File: src/include/sbg_pkg.sv
// Package with register offsets, field positions, reset values and gain mode codes of the bias and gain bank.
package sbg_pkg;

    // ------------------------------------------------------------
    // Register offsets on the serial control interface
    // ------------------------------------------------------------
    localparam logic [7:0] SBG_OFS_EXPOSURE_GAIN_A = 8'h10;
    localparam logic [7:0] SBG_OFS_OUTPUT_TRISTATE_CTRL = 8'h12;
    localparam logic [7:0] SBG_OFS_BIAS_CURRENT_SELECT = 8'h13;
    localparam logic [7:0] SBG_OFS_EXPOSURE_GAIN_B = 8'h21;

    // ------------------------------------------------------------
    // Field widths and positions
    // ------------------------------------------------------------
    localparam int SBG_GAIN_W = 6;
    localparam int SBG_BIAS_W = 7;
    localparam int SBG_DATA_W = 8;
    // Tristate control bits.
    localparam int SBG_TS_PIX_BIT = 0;
    localparam int SBG_TS_CTL_BIT = 1;
    // Bias current select bits, one for each analog block.
    localparam int SBG_BIAS_FRAME_RATE_CLAMP_BIT = 0;
    localparam int SBG_BIAS_COLUMN_OFFSET_BIT = 1;
    localparam int SBG_BIAS_WHITE_BALANCE_AMP_BIT = 2;
    localparam int SBG_BIAS_EXPOSURE_AMP_A_BIT = 3;
    localparam int SBG_BIAS_EXPOSURE_AMP_B_BIT = 4;
    localparam int SBG_BIAS_GLOBAL_OFFSET_STAGE_BIT = 5;
    localparam int SBG_BIAS_CONVERTER_BIT = 6;

    // ------------------------------------------------------------
    // Reset values
    // ------------------------------------------------------------
    localparam logic [5:0] SBG_RST_GAIN_CODE = 6'h0e;
    localparam logic [6:0] SBG_RST_BIAS = 7'h00;
    localparam logic SBG_RST_TS_CTL = 1'b1;
    localparam logic SBG_RST_TS_PIX = 1'b1;

    // ------------------------------------------------------------
    // Gain modes and step counts
    // ------------------------------------------------------------
    localparam logic [1:0] SBG_EXP_MODE_RAW = 2'h0;
    localparam logic [1:0] SBG_EXP_MODE_LINEAR = 2'h1;
    localparam int SBG_EXP_MODE_LINEAR2_BIT = 1;
    localparam logic [5:0] SBG_LINEAR_STEPS = 6'h30;
    localparam logic [5:0] SBG_LINEAR_MAX_CODE = 6'h2f;

endpackage

File: src/rtl/sbg_gain_decode.sv
// Exposure gain code decoder that maps the two gain codes onto the active gain mode.
`timescale 1ns/1ns
module sbg_gain_decode
    import sbg_pkg::*;
(
    // Mode and raw codes
    input wire logic [1:0] exp_mode,
    input wire logic [sbg_pkg::SBG_GAIN_W-1:0] code_a,
    input wire logic [sbg_pkg::SBG_GAIN_W-1:0] code_b,
    // Decoded step indices and gain B use flag
    output logic [sbg_pkg::SBG_GAIN_W-1:0] index_a,
    output logic [sbg_pkg::SBG_GAIN_W-1:0] index_b,
    output logic b_used
);

    // ------------------------------------------------------------
    // Mode decode
    // ------------------------------------------------------------

    // Linear 2 uses code A alone over 64 steps; linear clamps to 48 equal steps; raw passes both codes.
    always_comb
    begin
        index_a = code_a;
        index_b = code_b;
        b_used = 1'b1;
        if (exp_mode[SBG_EXP_MODE_LINEAR2_BIT])
        begin
            index_b = '0;
            b_used = 1'b0;
        end
        else if (exp_mode == SBG_EXP_MODE_LINEAR)
        begin
            if (code_a > SBG_LINEAR_MAX_CODE)
            begin
                index_a = SBG_LINEAR_MAX_CODE;
            end
            if (code_b > SBG_LINEAR_MAX_CODE)
            begin
                index_b = SBG_LINEAR_MAX_CODE;
            end
        end
    end

endmodule // sbg_gain_decode

File: src/rtl/sbg_regs.sv
// Bias current, output tristate and exposure gain register bank of the sensor analog chain.
`timescale 1ns/1ns
module sbg_regs
    import sbg_pkg::*;
#(
    parameter int GAIN_W = sbg_pkg::SBG_GAIN_W,
    parameter int BIAS_W = sbg_pkg::SBG_BIAS_W
)
(
    // Clock, reset and clock enable
    input wire logic clk,
    input wire logic reset,
    input wire logic ce,
    // Register port from the serial control interface
    input wire logic [7:0] reg_addr,
    input wire logic [sbg_pkg::SBG_DATA_W-1:0] reg_wdata,
    input wire logic reg_wr,
    input wire logic reg_rd,
    output logic [sbg_pkg::SBG_DATA_W-1:0] reg_rdata,
    output logic reg_rdata_valid,
    // Settings held by neighbouring registers
    input wire logic bias_gen_enable,
    input wire logic [1:0] exp_gain_mode,
    input wire logic wb_gain_mode,
    // Bias current selections to the analog blocks
    output logic [sbg_pkg::SBG_BIAS_W-1:0] bias_full,
    // Exposure gain and white balance gain mode to the amplifiers
    output logic [sbg_pkg::SBG_GAIN_W-1:0] gain_code_a,
    output logic [sbg_pkg::SBG_GAIN_W-1:0] gain_code_b,
    output logic gain_b_used,
    output logic wb_linear,
    // Output driver enables
    output logic ctrl_oe,
    output logic pix_oe
);

    // ------------------------------------------------------------
    // Parameter check
    // ------------------------------------------------------------

    // The field layout is fixed by the register map, so other widths are refused.
    if (GAIN_W != SBG_GAIN_W || BIAS_W != SBG_BIAS_W)
    begin : g_bad_width
        $error("sbg_regs: GAIN_W and BIAS_W must match the register layout");
    end

    // ------------------------------------------------------------
    // State
    // ------------------------------------------------------------

    typedef struct packed {
        logic [GAIN_W-1:0] gain_a;
        logic [GAIN_W-1:0] gain_b;
        logic [BIAS_W-1:0] bias_sel;
        logic ts_ctl;
        logic ts_pix;
        logic [SBG_DATA_W-1:0] rdata;
        logic rvalid;
        logic [BIAS_W-1:0] bias_eff;
        logic [GAIN_W-1:0] gain_a_eff;
        logic [GAIN_W-1:0] gain_b_eff;
        logic b_used;
        logic wb_lin;
        logic ctrl_oe;
        logic pix_oe;
    } sbg_state_t;

    sbg_state_t state_q;
    sbg_state_t state_d;
    logic [GAIN_W-1:0] dec_index_a;
    logic [GAIN_W-1:0] dec_index_b;
    logic dec_b_used;
    logic hit_gain_a;
    logic hit_gain_b;
    logic hit_tristate;
    logic hit_bias;

    // ------------------------------------------------------------
    // Address decode
    // ------------------------------------------------------------

    // One match line for each mapped register.
    assign hit_gain_a = (reg_addr == SBG_OFS_EXPOSURE_GAIN_A);
    assign hit_gain_b = (reg_addr == SBG_OFS_EXPOSURE_GAIN_B);
    assign hit_tristate = (reg_addr == SBG_OFS_OUTPUT_TRISTATE_CTRL);
    assign hit_bias = (reg_addr == SBG_OFS_BIAS_CURRENT_SELECT);

    // ------------------------------------------------------------
    // Gain mode decode
    // ------------------------------------------------------------

    // Maps the stored codes onto the step indices of the active exposure mode.
    sbg_gain_decode u_gain_decode
    (
        .exp_mode(exp_gain_mode),
        .code_a(state_q.gain_a),
        .code_b(state_q.gain_b),
        .index_a(dec_index_a),
        .index_b(dec_index_b),
        .b_used(dec_b_used)
    );

    // ------------------------------------------------------------
    // Next state
    // ------------------------------------------------------------

    // Register writes, read data and the registered outputs to the analog chain.
    always_comb
    begin
        state_d = state_q;
        state_d.rvalid = 1'b0;

        // Writes land in the stored fields; the upper bits of each byte are dropped.
        if (reg_wr)
        begin
            if (hit_gain_a)
            begin
                state_d.gain_a = reg_wdata[GAIN_W-1:0];
            end
            if (hit_gain_b)
            begin
                state_d.gain_b = reg_wdata[GAIN_W-1:0];
            end
            if (hit_tristate)
            begin
                state_d.ts_ctl = reg_wdata[SBG_TS_CTL_BIT];
                state_d.ts_pix = reg_wdata[SBG_TS_PIX_BIT];
            end
            if (hit_bias)
            begin
                state_d.bias_sel = reg_wdata[BIAS_W-1:0];
            end
        end

        // Reads return the stored fields one cycle later, with zeros in the unused bits.
        if (reg_rd)
        begin
            state_d.rvalid = 1'b1;
            state_d.rdata = '0;
            if (hit_gain_a)
            begin
                state_d.rdata[GAIN_W-1:0] = state_q.gain_a;
            end
            else if (hit_gain_b)
            begin
                state_d.rdata[GAIN_W-1:0] = state_q.gain_b;
            end
            else if (hit_tristate)
            begin
                state_d.rdata[SBG_TS_CTL_BIT] = state_q.ts_ctl;
                state_d.rdata[SBG_TS_PIX_BIT] = state_q.ts_pix;
            end
            else if (hit_bias)
            begin
                state_d.rdata[BIAS_W-1:0] = state_q.bias_sel;
            end
        end

        if (bias_gen_enable)
        begin
            state_d.bias_eff = state_q.bias_sel;
        end
        else
        begin
            state_d.bias_eff = SBG_RST_BIAS;
        end

        // A and B in raw, linear
        state_d.gain_a_eff = dec_index_a;
        state_d.gain_b_eff = dec_index_b;
        state_d.b_used = dec_b_used;
        state_d.wb_lin = wb_gain_mode;

        state_d.ctrl_oe = state_q.ts_ctl;
        state_d.pix_oe = state_q.ts_pix;
    end

    // ------------------------------------------------------------
    // State register
    // ------------------------------------------------------------

    // Synchronous reset, which wins over the clock enable; without reset, the clock enable freezes everything while low.
    always_ff @(posedge clk)
    begin
        if (reset)
        begin
            state_q.gain_a <= SBG_RST_GAIN_CODE;
            state_q.gain_b <= SBG_RST_GAIN_CODE;
            state_q.bias_sel <= SBG_RST_BIAS;
            state_q.ts_ctl <= SBG_RST_TS_CTL;
            state_q.ts_pix <= SBG_RST_TS_PIX;
            state_q.rdata <= '0;
            state_q.rvalid <= 1'b0;
            state_q.bias_eff <= SBG_RST_BIAS;
            state_q.gain_a_eff <= SBG_RST_GAIN_CODE;
            state_q.gain_b_eff <= SBG_RST_GAIN_CODE;
            state_q.b_used <= 1'b1;
            state_q.wb_lin <= 1'b0;
            state_q.ctrl_oe <= SBG_RST_TS_CTL;
            state_q.pix_oe <= SBG_RST_TS_PIX;
        end
        else if (ce)
        begin
            state_q <= state_d;
        end
    end

    // ------------------------------------------------------------
    // Outputs
    // ------------------------------------------------------------

    // Every output is a field of the state register.
    assign reg_rdata = state_q.rdata;
    assign reg_rdata_valid = state_q.rvalid;
    assign bias_full = state_q.bias_eff;
    assign gain_code_a = state_q.gain_a_eff;
    assign gain_code_b = state_q.gain_b_eff;
    assign gain_b_used = state_q.b_used;
    assign wb_linear = state_q.wb_lin;
    assign ctrl_oe = state_q.ctrl_oe;
    assign pix_oe = state_q.pix_oe;

endmodule // sbg_regs

File: config.mk
export PLATFORM = sky130hd
export DESIGN_NAME = sbg_regs
export DESIGN_NICKNAME = d
export VERILOG_FILES = /design/src/include/sbg_pkg.sv /design/src/rtl/sbg_gain_decode.sv /design/src/rtl/sbg_regs.sv
export SDC_FILE = /design/constraint.sdc
export NUM_CORES = 1
export LEC_CHECK = 0
export BUFFER_PORTS_ARGS = -buffer_cell sky130_fd_sc_hd__buf_4
export CAP_MARGIN = 5
export CELL_PAD_IN_SITES_DETAIL_PLACEMENT = 1
export CELL_PAD_IN_SITES_GLOBAL_PLACEMENT = 2
export CORE_AREA = 5 5 92 94
export DETAILED_ROUTE_END_ITERATION = 7
export DIE_AREA = 0 0 97 99
export PLACE_DENSITY = 0.84
export SLEW_MARGIN = 0
export SYNTH_ARGS = -nofsm -noshare
export SYNTH_HDL_FRONTEND = slang
export SYNTH_SLANG_ARGS = --single-unit
File: constraint.sdc
create_clock -name clk -period 3 [get_ports clk]
set_input_delay 0.45 -clock clk [delete_from_list [all_inputs] [get_ports clk]]
set_output_delay 0.45 -clock clk [all_outputs]
set_load 0.03 [all_outputs]
---- Word level (Yosys, flattened, before mapping) ----
Index checks and enable logic that the tools add are counted.
word-level totals
  output and inout port bits .............. 32
  logic and storage cells ................. 42
  bits in registers ....................... 52
cells by class
  mux-type cells .......................... 16
  equal/unequal tests ..................... 5
  reductions and logical operators ........ 5
  order comparisons ....................... 2
operators by type and width
  operator              number
  $mux W6               8
  $eq A8 B5 Y1 const B  3
  $mux W7               2
  $gt A6 B6 Y1 const B  2
  $reduce_and A3 Y1     4
  $eq A8 B6 Y1 const B  1
  $mux W5               1
  $mux W1               4
  $eq A2 B1 Y1 const B  1
  $mux W2               1
  $reduce_and A2 Y1     1

---- Logic depth before layout (Yosys ltp) ----
Gate-level depths: netlist of run 1.
  depth after elaboration ................. 5
  depth in mapped cells ................... 5
  depth with buffers taken out ............ 4

---- Modules after synthesis ----
A second synthesis of run 1 with hierarchy kept.
unflattened totals
  cell total of the unflattened synthesis .. 265
  area total of the unflattened synthesis .. 2443.6 µm²
modules (own cells, without submodules)
  module           area each (µm²)  times used  cells each  seq. area each (µm²)
  sbg_regs         2332.2           1           244         1041.0
  sbg_gain_decode  111.4            1           21          0.0

---- Worst setup path after synthesis of run 1 ----
Ideal clock, no wire load.
  kind .................................... input-to-reg
  start point ............................. input reg_addr[7]
  end point ............................... register state_q[34] (netlist bit)
  arrival ................................. 1929 ps
  cell stages on the path ................. 5
  required time ........................... 2872 ps
  setup slack ............................. 944 ps
  setup time .............................. 128 ps
  cells stage by stage .................... or4_1 buf_6 nor4_4 mux2i_1 nor2_1
on the way
  longest elaborated chain between the ends .. 2
RTL lines
  what                         line             text
  start: declaration           sbg_regs.sv:15   input wire logic [7:0] reg_addr,
  $eq A8 B5 Y1                 sbg_regs.sv:86   assign hit_bias = (reg_addr == SBG_OFS_BIAS_CURRENT_SELECT);
  $reduce_and A3 Y1 (no line)  --
  end signal: assignment       sbg_regs.sv:204  state_q <= state_d;
  end: declaration             sbg_regs.sv:68   sbg_state_t state_q;
Every way passes these cells.
A chain may end at the register's enable or synchronous reset.

---- Worst setup path in the final report of run 1 ----
  start point ............................. input reg_addr[7]
  end point ............................... register state_q[38] (netlist bit)
Same word-level chain as after synthesis.

==> metrics.md, run 1 <==
| Metric | Value |
|---|---|
| Status | finished, final reports clean |
| CP endpoint kind | flop |
| Setup tns final | 0 ns |
| PD cells | 455 mW/mm2 |
| Largest net degree at the start of global routing | a little under 60 |
| Initial Util | a little under a third |
| FP Rows | 32 |
| GR peak layer | met2 |
| Crit path kind | primary input to flop |
| Fraction of layout cells with a size suffix above 1 | 24.4% |
| Drt first pass iters | 4 |
| Max clock buf depth | 2 |
| Total Die Area | 0.00960 mm2 |
| GP Congestion | 0.803 |
| CP Data Required Time | about 3.2 ns |
| Gr usage total | about an eighth |
| Fin crit period | between 2 and 2.5 ns |
| Max stage delay on crit path | 0.70 ns |
| Main area contributors after synthesis | dfxtp_1 (45%), buf_4 (8.7%), mux2i_1 (6.5%) |
| Cells after synthesis | roughly 260 |
| Max transition margin | between 50% and 60% |
| CTS tree | done |
| Via Count | approximately 1900 |
| Worst-Skew Late Latency | about 0.31 ns |
| Cts repair resizes | 0 |
| Routed WL | between 5000 and 6000 um |
| CP bufs+invs | 1 |
| Synthesis-to-finish area growth | 16.3% |
| Nets | 311 |
| Port Buf Inserts | 54 |
| GRT met3 Usage | 3.04% |
| Reg2reg path depth | 3 |
| WHS Path Cells | 3 |
| Crit path max fanout | 7 |
| Reg clk slew, reported paths | 0.10 ns |
| VDD IR-drop max | between 0.1 and 0.15 mV |
| Worst min-delay path category | primary input to flop |
| GRT Residual Overflow | 0 |
| Hold buffer count at CTS | 0 |
| Initial antenna violation count | 0 |
| Startpoint types | primary input |
| HPWL Detailed | 4540 um |
| Post-synth top area cell | dfxtp_1 |
| Met1 usage | between 10% and 20% |
| Layout Skew | approximately 0.0059 ns |
| Worst Max-Slew Pin Slew | about 0.72 ns |
| CTS buffer count | 5 |
| Worst path slowest cell | or4_1 |
| Syn_area_per_cell | roughly 8.8 um2 |
| H-tree depth | 2 |
| CTS root buffer | clkbuf_8 |
| F_max | 485 MHz |
| Post-route clock period utilization | a little under 70% |
| Die width | a little under 100 um |
| Distinct cell type count after synthesis | 38 |
| Warnings, synthesis | 0 |
| Wire length of the first global-routing pass | 10100 um |
| Mapped Area | around 0.0023 mm2 |
| Core area | around 0.0076 mm2 |
| # diodes | 0 |
| Endpoints failing setup | 0 |
| Synth Register Bits | 52 |
| Placed inst area | 0.00261 mm2 |
| Met2 usage | between 20% and 30% |
| Top delay family on crit path | simple AND/OR/NAND/NOR gates |
| Io pins | 57 |
| Vias per cell | about 4.9 |
| Die height | 99 um |
| Overall power | around 1.2 mW |
| Pins Over Slew Limit | 0 |
| Syn_nets | 289 |
| Max cap viols | 0 |
| Drt drc | 0 |
| Final Hold Violating Endpoints | 0 |
| # Post-CTS Setup Buffers | 0 |
| Clock Sink Count | 52 |
| Per-cell routed wire length | 15.4 um |
| Area fraction of the dominant cell type after synthesis | between 40% and 50% |
| CP Data Arrival Time | roughly 2.3 ns |
| Drt initial violations | 58 |
| Critical-path cell list | buf_4, or4_1, nor4_4, mux2i_1, nor2_1 |
| Post-synthesis sequential area ratio | between 40% and 50% |
| CP Depth | 5 |
| Design area | 0.00269 mm2 |
| Routed Antenna Nets | 0 |
| Vias in the first global route | between 1500 and 2000 |
| RSZ-0062 raised after global routing | no |
| LEAKAGE | about 0.98 nW |
[sequential cells by signal, indices dropped and copies added (netlist names)]
signal / count
state_q: 19
bias_full: 7
reg_rdata: 7
gain_code_a: 6
gain_code_b: 6
state_d: 2
ctrl_oe: 1
gain_b_used: 1
pix_oe: 1
reg_rdata_valid: 1
wb_linear: 1
[per-layer routing]
metal  up-vias  part of all wire (%)
li1        945                     -
met1       910                    47
met2        41                    47
met3         9                   4.0
met4         0                   1.9
met5         -                     0
[report_power, final]
group | switching [mW] | leakage (nW) | total, mW | internal, mW
logic | 0.0756 | 0.513 | 0.121 | 0.0451
clock network | 0.241 | 0.0479 | 0.404 | 0.163
registers | 0.00388 | 0.421 | 0.701 | 0.697
[Yosys cell counts]
cell,n
dfxtp_1,52
a21oi_1,29
buf_4,27
nor2_1,26
nand2_1,21
nand3_1,18
mux2i_1,15
clkbuf_1,9
nor3_1,9
a22oi_1,6
nor2b_1,6
buf_1,5
o21ai_0,5
a211o_1,4
a311oi_1,4
o32a_1,3
and2_1,2
nand2b_1,2
o41ai_1,2
a211oi_1,1
a32oi_1,1
and3_1,1
buf_6,1
clkinv_1,1
conb_1,1
inv_1,1
nand3b_1,1
nand4_1,1
nor3_4,1
nor3b_1,1
nor3b_2,1
nor4_1,1
nor4_4,1
nor4bb_1,1
o211ai_1,1
or2_2,1
or4_1,1
or4b_2,1
[worst reg2reg max path: cells and delay by family, from the launching register on]
family	cells	cell delay [ns]
AOI/OAI and AO/OA	2	0.53
DFF	1	0.36
and+or+nand+nor	1	0.17
[final cells by class]
type,instances,area [um2]
fill,911,4870
sequential,52,1040
multi-input combinational,168,1000
timing repair buffer,57,428
tap,102,128
clock buffer,5,68.8
clock inverter,3,18.8
inverter,2,7.51
[cells in the final DEF (no fill, tap or decap), drive strengths merged, types with 3 or more instances in the layout]
| cell | Yosys | routed |
|---|---|---|
| buf | 33 | 57 |
| dfxtp | 52 | 52 |
| a21oi | 29 | 29 |
| nor2 | 26 | 26 |
| nand2 | 21 | 21 |
| nand3 | 18 | 18 |
| mux2i | 15 | 15 |
| nor3 | 10 | 10 |
| nor2b | 6 | 6 |
| a22oi | 6 | 6 |
| o21ai | 5 | 5 |
| clkbuf | 9 | 5 |
| a211o | 4 | 4 |
| a311oi | 4 | 4 |
| clkinv | 1 | 4 |
| o32a | 3 | 3 |
[final timing paths]
| check | start | end | slack [ns] |
|---|---|---|---|
| worst max-delay path | reg_addr[7] | state_q[38] | 0.94 |
| worst min-delay path | wb_gain_mode | wb_linear | 0.38 |
| worst max register to register | state_q[52] | gain_code_a[3] | 1.83 |
| worst min register to register | gain_code_b[0] | gain_code_b[0] | 0.46 |
[cells by family after synthesis]
kind of cell / after synthesis / synth area share, %
buffers and inverters: 44 / 11.8
flip-flops: 52 / 44.9
AND/OR/NAND/NOR: 96 / 21.2
AO/OA/AOI/OAI: 56 / 15.4
multiplexers: 15 / 6.48
other: 1 / 0.162
[per-stage QoR]
stage / hold WS, ns / instances / utilization, % / setup slack [ns]
after global placement: 0.444 / 381 / 34.4 / 0.627
final: 0.376 / 389 / 35.6 / 0.939
after floorplan: 0.421 / 264 / - / 0.944
after global routing: 0.391 / 389 / 35.6 / 0.846
after CTS: 0.371 / 389 / 35.6 / 0.942
after detailed placement: 0.451 / 381 / 34.4 / 0.605
Note: power is estimated with default switching activity, not from simulation.
==> inputs of run 2 (changes only) <==
--- a/config.mk
+++ b/config.mk
@@ -5,14 +5,15 @@
 export SDC_FILE = /design/constraint.sdc
 export NUM_CORES = 1
 export LEC_CHECK = 0
+export ABC_AREA = 1
 export BUFFER_PORTS_ARGS = -buffer_cell sky130_fd_sc_hd__buf_4
 export CAP_MARGIN = 5
 export CELL_PAD_IN_SITES_DETAIL_PLACEMENT = 1
 export CELL_PAD_IN_SITES_GLOBAL_PLACEMENT = 2
-export CORE_AREA = 5 5 92 94
+export CORE_AREA = 5 5 101 103
 export DETAILED_ROUTE_END_ITERATION = 7
-export DIE_AREA = 0 0 97 99
-export PLACE_DENSITY = 0.84
+export DIE_AREA = 0 0 106 108
+export PLACE_DENSITY = 0.78
 export SLEW_MARGIN = 0
 export SYNTH_ARGS = -nofsm -noshare
 export SYNTH_HDL_FRONTEND = slang
==> constraint.sdc (replaced) <==
create_clock -name clk -period 1.85 [get_ports clk]
set_input_delay 0.2775 -clock clk [delete_from_list [all_inputs] [get_ports clk]]
set_output_delay 0.2775 -clock clk [all_outputs]
set_load 0.03 [all_outputs]
==> metrics.md, run 2 <==
| Metric | Value |
|---|---|
| Register area | 0.00104 mm2 |
| Worst-Skew Late Latency | 0.30 ns |
| F_max | 887 MHz |
| CTS tree | done |
| Most frequent cells in the layout | nand2_1 (59), buf_4 (56), dfxtp_1 (52) |
| Gr usage total | 11.8% |
| Drt initial violations | ~130 |
| Post-route clock period utilization | between 60% and 70% |
| Routed WL | about 6400 um |
| Final Hold Violating Endpoints | 0 |
| RSZ-0062 raised after global routing | no |
| GRT met3 Usage | under 10% |
| Pins Over Slew Limit | 0 |
| # diodes | 0 |
| Die width | between 100 and 150 um |
| Cells after synthesis | between 300 and 400 |
| CP bufs+invs | 1 |
| Total Die Area | roughly 0.011 mm2 |
| Overall power | between 2 and 2.5 mW |
| Top reg by flops | state_q |
| Initial antenna violation count | 0 |
| Setup tns final | 0 ns |
| Vias in the first global route | 2091 |
| Syn_nets | 330 |
| Post-synthesis sequential area ratio | between 40% and 50% |
| Status | finished, final reports clean |
| H-tree depth | 2 |
| CTS buffer count | 5 |
| Multi-input combinational cell area | a little over 0.001 mm2 |
| Fin cells | 442 |
| Max clock buf depth | 2 |
| Main area contributors after synthesis | dfxtp_1 (43%), nand2_1 (9.2%), buf_4 (8.5%) |
| Worst min-delay path category | primary input to flop |
| Most common cell in the netlist | nand2_1 |
| Cts repair resizes | 0 |
| PD cells | approximately 730 mW/mm2 |
| Die height | 108 um |
| Wire length of the first global-routing pass | approximately 11000 um |
| Most common cell after layout, fill and taps aside | nand2_1 |
| Hold buffer count at CTS | 0 |
| FP Rows | 35 |
| Startpoint types | flop |
| Drt first pass iters | 4 |
| Reg2reg setup slack | ~0.72 ns |
| Inst Count DP | between 400 and 500 |
| Clock Sink Count | 52 |
| Io pins | 57 |
| CP Data Required Time | about 2.1 ns |
| Drt drc | 0 |
| Initial Util | between 20% and 30% |
| Setup WS pre-CTS | ~0.37 ns |
| Routed Antenna Nets | 0 |
| Distinct cell type count after synthesis | 28 |
| Post-synth top area cell | dfxtp_1 |
| Max reg flops | 19 |
| Top delay family on crit path | simple AND/OR/NAND/NOR gates |
| Filler instances | ~1100 |
| Syn_area_per_cell | 7.86 um2 |
| Nets | between 300 and 400 |
| Commonest cells post-synth | nand2_1 (59), dfxtp_1 (52), a21oi_1 (35), nand3_1 (33), buf_4 (27) |
| Port Buf Inserts | between 50 and 60 |
| VDD IR-drop max | between 0.2 and 0.25 mV |
| Vias per cell | between 4 and 5 |
| Fraction of layout cells with a size suffix above 1 | a little over a quarter |
| Met2 usage | 19.9% |
| Worst path slowest cell | nor3b_1 |
| LEAKAGE | between 1 and 1.5 nW |
| GR peak layer | met2 |
| CTS root buffer | clkbuf_8 |
| HPWL Detailed | slightly above 5000 um |
| Synth Register Bits | 52 |
| Predominant post-synthesis flop cell | dfxtp_1 |
| GP Congestion | 0.816 |
| CP endpoint kind | flop |
| Fin worst setup slack | about 0.72 ns |
| Max cap viols | 0 |
| # Post-CTS Setup Buffers | 0 |
| Largest net degree at the start of global routing | 30 |
| Warnings, synthesis | 0 |
| Fin crit period | ~1.1 ns |
| Per-cell routed wire length | 14.5 um |
| Via Count | roughly 2000 |
| Mapped Area | roughly 0.0024 mm2 |
| Endpoints failing setup | 0 |
| Crit path max fanout | 4 |
| Area fraction of the dominant cell type after synthesis | between 40% and 50% |
| Layout Skew | between 0.006 and 0.007 ns |
| Critical-path cell list | inv_1, nor3b_1, o21ai_0, a21oi_1 |
| GRT Residual Overflow | 0 |
| Max stage delay on crit path | ~0.36 ns |
| Core area | 0.00911 mm2 |
| CP Data Arrival Time | 1.37 ns |
| Synthesis-to-finish area growth | 16.1% |
| Post-synth EDFFs | 0 |
| Met1 usage | around 15% |
| Crit path kind | flop to flop |
| Async set-reset flop share out of synthesis | 0% |
| Reg clk slew, reported paths | 0.09 ns |
[run 2: stage by stage]
step                hold WS, ns  util, %  area (um2)
floorplan                 0.363        -        2400
global placement          0.448     29.7        2700
detailed placement        0.460     29.7        2700
CTS                       0.160     30.6        2780
global route              0.163     30.6        2780
finish                    0.167     30.6        2780
[run 2: logic make-up after synthesis]
logic type | count (synthesis) | share of synthesized area [%]
and+or+nand+nor | 118 | 24.8
other | 1 | 0.156
DFF | 52 | 43.4
AOI/OAI and AO/OA | 74 | 17.0
buffers and inverters | 60 | 14.6
[run 2: area by class of cell]
class	instances	area share (%)
sequential	52	37.4
multi-input combinational	193	36.1
timing repair buffer	56	15.1
tap	111	4.99
inverter	23	3.46
clock buffer	5	2.47
clock inverter	2	0.449
[run 2: metal layers]
metal  part of all wire, %  vias up
met3                   4.3        4
met4                  0.87        0
met2                    48       46
met5                     0        -
li1                      -     1035
met1                    46      911
[run 2: final timing paths]
kind / start / end / depth (start not counted)
max: state_q[46] / gain_code_b[0] / 4
min: exp_gain_mode[1] / gain_b_used / 2
max reg2reg: state_q[46] / gain_code_b[0] / 4
min reg2reg: bias_full[4] / bias_full[4] / 2
[run 2: report_power, final]
| part | switching (mW) | total [mW] | internal [mW] |
|---|---|---|---|
| Sequential | 0.0108 | 1.15 | 1.14 |
| Combinational | 0.161 | 0.247 | 0.0868 |
| Clock | 0.369 | 0.627 | 0.257 |
| Total | 0.541 | 2.02 | 1.48 |
